File: src/logic/hpo_pkg.sv
// Package for the host-side pin output stage: constants, types and encodings
package hpo_pkg;

    // ****************************************
    // Status mux select encodings
    // ****************************************
    localparam logic [1:0] HPO_SEL_OPERATE   = 2'h0;
    localparam logic [1:0] HPO_SEL_BUS_POWER = 2'h1;
    localparam logic [1:0] HPO_SEL_BUS_ACT   = 2'h2;
    localparam logic [1:0] HPO_SEL_SOF       = 2'h3;
    localparam logic [1:0] HPO_SEL_RESET     = HPO_SEL_OPERATE;

    // ****************************************
    // Reset values and the last bit count
    // ****************************************
    localparam logic       HPO_SYNC_RESET    = 1'h0;
    localparam logic       HPO_SS_RESET      = 1'h1;
    localparam logic [7:0] HPO_SHIFT_RESET   = 8'h00;
    localparam logic [2:0] HPO_BIT_CNT_RESET = 3'h0;
    localparam logic [2:0] HPO_BIT_CNT_LAST  = 3'h7;
    localparam logic       HPO_OUT_RESET     = 1'h0;
    localparam logic       HPO_OE_N_RESET    = 1'h1;

    // Internal status signals feeding the mux
    typedef struct packed {
        logic operate;
        logic bus_power_detected;
        logic bus_activity;
        logic sof;
    } hpo_status_t;

    // Interrupt configuration
    typedef struct packed {
        logic irq_enable;
        logic level_mode;
        logic edge_active_high;
    } hpo_irq_cfg_t;

    // Value and active-low enable of a driven pin
    typedef struct packed {
        logic o;
        logic oe_n;
    } hpo_pin_drv_t;

endpackage : hpo_pkg

File: src/logic/hpo_sync2.sv
// Two-flop synchroniser for a vector of asynchronous inputs
`timescale 1ns/1ps

module hpo_sync2 #(
    parameter int        WIDTH = 3,
    parameter bit [31:0] RST   = 32'h0000_0000
) (
    input  wire logic             i_clock,
    input  wire logic             i_rst_n,
    input  wire logic [WIDTH-1:0] i_async,
    output logic      [WIDTH-1:0] o_sync
);

    logic [WIDTH-1:0] meta_q;
    logic [WIDTH-1:0] meta_d;
    logic [WIDTH-1:0] sync_q;
    logic [WIDTH-1:0] sync_d;

    always_comb begin
        meta_d = i_async;
        sync_d = meta_q;
        if (!i_rst_n) begin
            meta_d = RST[WIDTH-1:0];
            sync_d = RST[WIDTH-1:0];
        end
    end

    always_ff @(posedge i_clock) begin
        meta_q <= meta_d;
        sync_q <= sync_d;
    end

    assign o_sync = sync_q;

endmodule : hpo_sync2

File: src/logic/hpo_top.sv
// Host-side pin output stage: serial data pins, status mux and interrupt pin
`timescale 1ns/1ps

// Operation
// - Drive data-out only when selected, full-duplex
// - Data-in pin optionally carries both directions
// - Two-bit field selects muxed status output
// - Select 00 operate,01 power,10 activity,11 frame
// - Edge mode: push-pull, software-selected polarity
// - Level mode: open-drain, low while pending
// - Interrupt pin signals only when enabled
// - Sample on rising, shift on falling clock
// - Slave select high ignores clock; bit count clears
module hpo_top
    import hpo_pkg::*;
(
    input  wire logic         i_clock,
    input  wire logic         i_rst_n,
    input  wire logic         i_sclk,
    input  wire logic         i_ss_n,
    input  wire logic         i_mosi,
    input  wire logic         i_half_duplex,
    input  wire logic         i_tx_load,
    input  wire logic [7:0]   i_tx_byte,
    input  wire logic [1:0]   i_status_sel,
    input  wire hpo_status_t  i_status,
    input  wire hpo_irq_cfg_t i_irq_cfg,
    input  wire logic         i_irq_pending,
    output logic              o_miso,
    output logic              o_miso_oe_n,
    output logic              o_mosi,
    output logic              o_mosi_oe_n,
    output logic [7:0]        o_rx_byte,
    output logic              o_rx_valid,
    output logic              o_muxed_status_out,
    output logic              o_irq,
    output logic              o_irq_oe_n
);

    // ****************************************
    // Pin synchronisers
    // ****************************************
    logic [2:0] pins_s;
    logic       sclk_s;
    logic       ss_n_s;
    logic       mosi_s;

    hpo_sync2 #(
        .WIDTH (3),
        .RST   (32'({HPO_SYNC_RESET, HPO_SS_RESET, HPO_SYNC_RESET}))
    ) u_sync (
        .i_clock (i_clock),
        .i_rst_n (i_rst_n),
        .i_async ({i_sclk, i_ss_n, i_mosi}),
        .o_sync  (pins_s)
    );

    assign sclk_s = pins_s[2];
    assign ss_n_s = pins_s[1];
    assign mosi_s = pins_s[0];

    // ****************************************
    // Status mux decode
    // ****************************************
    function automatic logic mux_status(input logic [1:0] sel, input hpo_status_t st);
        case (sel)
            HPO_SEL_OPERATE:   mux_status = st.operate;
            HPO_SEL_BUS_POWER: mux_status = st.bus_power_detected;
            HPO_SEL_BUS_ACT:   mux_status = st.bus_activity;
            HPO_SEL_SOF:       mux_status = st.sof;
            default:           mux_status = st.operate;
        endcase
    endfunction : mux_status

    // ****************************************
    // Serial shifter state
    // ****************************************
    logic       sclk_prev_q, sclk_prev_d;
    logic [7:0] rx_sh_q, rx_sh_d;
    logic [7:0] tx_sh_q, tx_sh_d;
    logic [2:0] bit_cnt_q, bit_cnt_d;
    logic [7:0] rx_byte_q, rx_byte_d;
    logic       rx_valid_q, rx_valid_d;
    logic       sdo_q, sdo_d;
    logic       miso_oe_n_q, miso_oe_n_d;
    logic       mosi_oe_n_q, mosi_oe_n_d;
    logic       rise;
    logic       fall;

    always_comb begin
        rise        = sclk_s & ~sclk_prev_q;
        fall        = ~sclk_s & sclk_prev_q;
        sclk_prev_d = sclk_s;
        rx_sh_d     = rx_sh_q;
        tx_sh_d     = tx_sh_q;
        bit_cnt_d   = bit_cnt_q;
        rx_byte_d   = rx_byte_q;
        rx_valid_d  = 1'h0;
        sdo_d       = sdo_q;
        if (ss_n_s) begin
            // Deselected: clock edges ignored, bit count cleared
            bit_cnt_d = HPO_BIT_CNT_RESET;
            if (i_tx_load) begin
                tx_sh_d = i_tx_byte;
            end
            sdo_d = tx_sh_d[7];
        end else begin
            if (rise) begin
                rx_sh_d   = {rx_sh_q[6:0], mosi_s};
                bit_cnt_d = bit_cnt_q + 3'h1;
                if (bit_cnt_q == HPO_BIT_CNT_LAST) begin
                    rx_byte_d  = {rx_sh_q[6:0], mosi_s};
                    rx_valid_d = 1'h1;
                end
            end
            if (fall) begin
                // New byte is loaded at the byte boundary
                if (bit_cnt_q == HPO_BIT_CNT_RESET && i_tx_load) begin
                    tx_sh_d = i_tx_byte;
                end else begin
                    tx_sh_d = {tx_sh_q[6:0], 1'h0};
                end
                sdo_d = tx_sh_d[7];
            end
        end
        if (!i_rst_n) begin
            sclk_prev_d = HPO_SYNC_RESET;
            rx_sh_d     = HPO_SHIFT_RESET;
            tx_sh_d     = HPO_SHIFT_RESET;
            bit_cnt_d   = HPO_BIT_CNT_RESET;
            rx_byte_d   = HPO_SHIFT_RESET;
            rx_valid_d  = HPO_OUT_RESET;
            sdo_d       = HPO_OUT_RESET;
        end
    end

    always_ff @(posedge i_clock) begin
        sclk_prev_q <= sclk_prev_d;
        rx_sh_q     <= rx_sh_d;
        tx_sh_q     <= tx_sh_d;
        bit_cnt_q   <= bit_cnt_d;
        rx_byte_q   <= rx_byte_d;
        rx_valid_q  <= rx_valid_d;
        sdo_q       <= sdo_d;
    end

    // ****************************************
    // Data pin enables
    // ****************************************
    // Enables follow the synchronised select, so they lag the pin by three
    // clocks; the master's setup time before its first edge covers that lag
    always_comb begin
        miso_oe_n_d = HPO_OE_N_RESET;
        mosi_oe_n_d = HPO_OE_N_RESET;
        if (!ss_n_s) begin
            // Full duplex drives data-out; half duplex turns data-in around
            miso_oe_n_d = i_half_duplex;
            mosi_oe_n_d = ~i_half_duplex;
        end
        if (!i_rst_n) begin
            miso_oe_n_d = HPO_OE_N_RESET;
            mosi_oe_n_d = HPO_OE_N_RESET;
        end
    end

    always_ff @(posedge i_clock) begin
        miso_oe_n_q <= miso_oe_n_d;
        mosi_oe_n_q <= mosi_oe_n_d;
    end

    // ****************************************
    // Status mux
    // ****************************************
    logic muxed_status_out_q, muxed_status_out_d;

    always_comb begin
        muxed_status_out_d = mux_status(i_status_sel, i_status);
        if (!i_rst_n) begin
            muxed_status_out_d = HPO_OUT_RESET;
        end
    end

    always_ff @(posedge i_clock) begin
        muxed_status_out_q <= muxed_status_out_d;
    end

    // ****************************************
    // Interrupt pin
    // ****************************************
    hpo_pin_drv_t irq_drv_q, irq_drv_d;
    logic         irq_active;

    always_comb begin
        irq_active = i_irq_pending & i_irq_cfg.irq_enable;
        if (i_irq_cfg.level_mode) begin
            // Open drain: only ever pull low, otherwise release
            irq_drv_d.o    = 1'h0;
            irq_drv_d.oe_n = ~irq_active;
        end else begin
            // Selected polarity while active, the inverse level otherwise
            irq_drv_d.o    = irq_active ~^ i_irq_cfg.edge_active_high;
            irq_drv_d.oe_n = 1'h0;
        end
        if (!i_rst_n) begin
            irq_drv_d.o    = HPO_OUT_RESET;
            irq_drv_d.oe_n = HPO_OE_N_RESET;
        end
    end

    always_ff @(posedge i_clock) begin
        irq_drv_q <= irq_drv_d;
    end

    assign o_miso             = sdo_q;
    assign o_miso_oe_n        = miso_oe_n_q;
    assign o_mosi             = sdo_q;
    assign o_mosi_oe_n        = mosi_oe_n_q;
    assign o_rx_byte          = rx_byte_q;
    assign o_rx_valid         = rx_valid_q;
    assign o_muxed_status_out = muxed_status_out_q;
    assign o_irq              = irq_drv_q.o;
    assign o_irq_oe_n         = irq_drv_q.oe_n;

endmodule : hpo_top

File: config.mk
export PLATFORM = sky130hd
export DESIGN_NAME = hpo_top
export DESIGN_NICKNAME = d
export VERILOG_FILES = /design/src/logic/hpo_pkg.sv /design/src/logic/hpo_sync2.sv /design/src/logic/hpo_top.sv
export SDC_FILE = /design/constraint.sdc
export NUM_CORES = 1
export LEC_CHECK = 0
export ABC_CLOCK_PERIOD_IN_PS = 1700
export BUFFER_PORTS_ARGS = -buffer_cell sky130_fd_sc_hd__buf_2
export CAP_MARGIN = 20
export CORE_ASPECT_RATIO = 0.5
export CORE_MARGIN = 3
export CORE_UTILIZATION = 54
export CTS_BUF_LIST = sky130_fd_sc_hd__clkbuf_4 sky130_fd_sc_hd__clkbuf_8
export DETAILED_ROUTE_END_ITERATION = 10
export HOLD_SLACK_MARGIN = 0.03
export PLACE_DENSITY = 0.8
export RECOVER_POWER = 100
export SYNTH_ARGS = -nofsm -noshare
export SYNTH_HDL_FRONTEND = slang
export SYNTH_HIERARCHICAL = 1
export SYNTH_SLANG_ARGS = --single-unit
File: constraint.sdc
create_clock -name i_clock -period 1.7 [get_ports i_clock]
set_input_delay 0.51 -clock i_clock [delete_from_list [all_inputs] [get_ports i_clock]]
set_output_delay 0.51 -clock i_clock [all_outputs]
set_load 0.005 [all_outputs]
==> impl_metrics.py <==
metrics = {
    "routing": {
        "wl_per_cell_um": 12.18,
        "wl_um": 2839,
        "drc": 0,
        "routed-via-count": 1188,
        "dr.pass1.iters": 4,
        "ant_nets": 0,
        "drtIter0Drc": 41,
        "viasPerCell": 5.099,
    },
    "pwr": {
        "p_leak_nw": 0.7733,
        "p_per_area_nw_per_um2": 977.8,
        "power_mw": 1.844,
        "irDropWorstVdd_mv": 0.5102,
    },
    "logic_synthesis": {
        "syn_avg_cell_area_um2": 10.14,
        "async_reset_ff_frac": 0,
        "synthesis.nets": 183,
        "syn_inst": 155,
        "synth_ff_type": "dfxtp_1",
        "yosysWarningCount": 6,
        "synth_edf_count": 0,
        "ys_types": 27,
        "ys_ff_latch": 39,
        "yosysSeqAreaShare": 0.4968,
        "netlist_area_um2": 1572,
    },
    "layout": {
        "final_cell_mix": "dfxtp_1, buf_2, mux2i_1",
        "drive_above_1_share": 0.2551,
        "final_nets": 223,
        "area_growth_pct": 19.98,
        "diodes": 0,
        "utilization": 0.7026,
        "final_common_cell": "dfxtp_1",
    },
    "worst_setup_path": {
        "crit_arrival_ns": 1.67,
        "cp_max_fo": 7,
        "worst_setup_path_startpoint": "bit_cnt_q[0]",
        "worst_ep_required_time_ns": 1.89,
        "endpoint_kind": "flop",
        "crit_slowest_cell": "dfxtp_1",
        "cp_cell_sequence": "inv_1 > ha_1 > and3b_1 > mux2i_1 > a221oi_1",
        "critical_path.top_delay_family": "flip-flops",
        "max_stage_delay_ns": 0.38,
        "crit_buf_inv": 1,
        "r2r_start": "bit_cnt_q[0]",
        "critPathLaunchType": "flop",
        "critPathKind": "reg2reg",
    },
    "cts": {
        "numCtsBuffers": 5,
        "cts_max_level": 2,
        "clockBufferDepth": 2,
        "cts.sinks": 39,
        "path_clk_slew_ns": 0.07,
        "root_buffer": "clkbuf_8",
        "clk_latency_ns": 0.29,
        "post_cts_buffers": 0,
        "postCtsHoldBufs": 0,
        "cts_resized": 0,
        "cts_tree": "done",
    },
    "min_path": {
        "worstHoldStart": "i_ss_n",
        "hold_class": "in2reg",
    },
    "die": {
        "start_util": 0.5855,
        "die_w_um": 82.29,
        "io_pins": 41,
        "fp.coreArea_um2": 2684,
        "chipHeight_um": 44.15,
        "dieArea_um2": 3633,
        "rows": 13,
    },
    "global_route": {
        "gr-total-overflow": 0,
        "grt_pass1_vias": 1020,
        "antenna_found_initial": 0,
        "grt_usage": 0.1602,
        "grt_max_degree": 28,
        "grt_pass1_wl_um": 4360,
    },
    "sta": {
        "fmax_mhz": 673.1,
        "drv_slew": 0,
        "slew_headroom": 0.5046,
        "hold_ws_ns": 0.4011,
        "final.setup.tns_ns": 0,
        "rsz0062_at_grt": "false",
        "tightest_slew_ns": 0.7431,
        "fin_worst_skew_ns": 0.004410,
        "finalHoldViolCount": 0,
        "fin_crit_ns": 1.486,
        "final.period_utilization": 0.8740,
        "setup_viol": 0,
    },
    "run": {
        "maxCapViolCount": 0,
    },
    "place": {
        "place.gp.congestion": 0.6961,
        "port-buffer-count": 40,
        "hpwl_um": 2047,
    },
    "status": {
        "status": "finished, final reports clean",
    },
}
## synthesized netlist by cell type, types with 2 or more instances
| master | count | area share |
|---|---|---|
| a221oi_1 | 7 | 0.039 |
| nand2_1 | 13 | 0.031 |
| nor2b_1 | 9 | 0.036 |
| ha_1 | 3 | 0.024 |
| nor2_1 | 3 | 0.0072 |
| nand2b_1 | 3 | 0.012 |
| inv_1 | 9 | 0.021 |
| buf_2 | 2 | 0.0064 |
| clkbuf_1 | 3 | 0.0072 |
| o21ai_0 | 15 | 0.048 |
| nand3_1 | 8 | 0.025 |
| nor3b_1 | 2 | 0.0096 |
| mux2i_1 | 17 | 0.11 |
| buf_4 | 3 | 0.014 |
| and2_1 | 7 | 0.028 |
| xnor2_1 | 2 | 0.011 |
| dfxtp_1 | 39 | 0.50 |
## metrics by stage
step	cell area (um^2)	instances	worst slack [ns]
final	1886	233	0.2143
after global routing	1886	233	0.1047
after CTS	1893	233	0.2038
after detailed placement	1780	225	0.1200
after global placement	1780	225	0.1927
after floorplan	1572	155	0.2854
## per-layer routing
| metal | share of wire | routed length [um] | global-route usage |
|---|---|---|---|
| met2 | 0.46 | 1315 | 0.2564 |
| met5 | 0 | 0 | 0 |
| met3 | 0.063 | 178 | 0.06707 |
| met1 | 0.47 | 1323 | 0.1947 |
| met4 | 0.0074 | 21 | 0.05960 |
## registers in the layout, indices dropped and copies added, names as in the netlist, named ones only
| name | cells |
|---|---|
| u_sync/o_sync | 3 |
| u_sync/meta_q | 3 |
| tx_sh_q | 7 |
| o_rx_byte | 8 |
| o_mosi_oe_n | 1 |
| sclk_prev_q | 1 |
| o_irq | 1 |
| o_rx_valid | 1 |
| o_miso_oe_n | 1 |
| rx_sh_q | 7 |
| bit_cnt_q | 3 |
| o_muxed_status_out | 1 |
| o_irq_oe_n | 1 |
## final timing paths
check             cells after the start          endpoint  slack [ns]
setup / recovery                      5              flop        0.21
setup reg to reg                      5              flop        0.21
hold reg to reg                       1  u_sync/o_sync[1]        0.41
hold / removal                        2  u_sync/meta_q[1]        0.40
## cells by family after synthesis
group / Yosys count / share of synthesized area
AOI/OAI and AO/OA: 24 / 0.1027
and+or+nand+nor: 50 / 0.1831
DFF: 39 / 0.4968
adders and majority gates: 3 / 0.02389
buffers and inverters: 19 / 0.05971
muxes: 18 / 0.1226
xor gates and xnor gates: 2 / 0.01115
## final cells by class
class	count	area (um^2)
Clock inverter	3	43.79
Sequential cell	39	780.7
Timing Repair Buffer	43	215.2
Inverter	9	33.78
Fill cell	225	798.3
Tap cell	37	46.29
Clock buffer	5	68.82
Multi-Input combinational cell	97	696.9
## report_power, final
group          total, mW  switching [mW]  internal (mW)
combinational      0.130          0.0620         0.0676
clock              0.759           0.323          0.437
sequential         0.955          0.0149          0.940
Note: power is estimated with default switching activity, not from simulation.
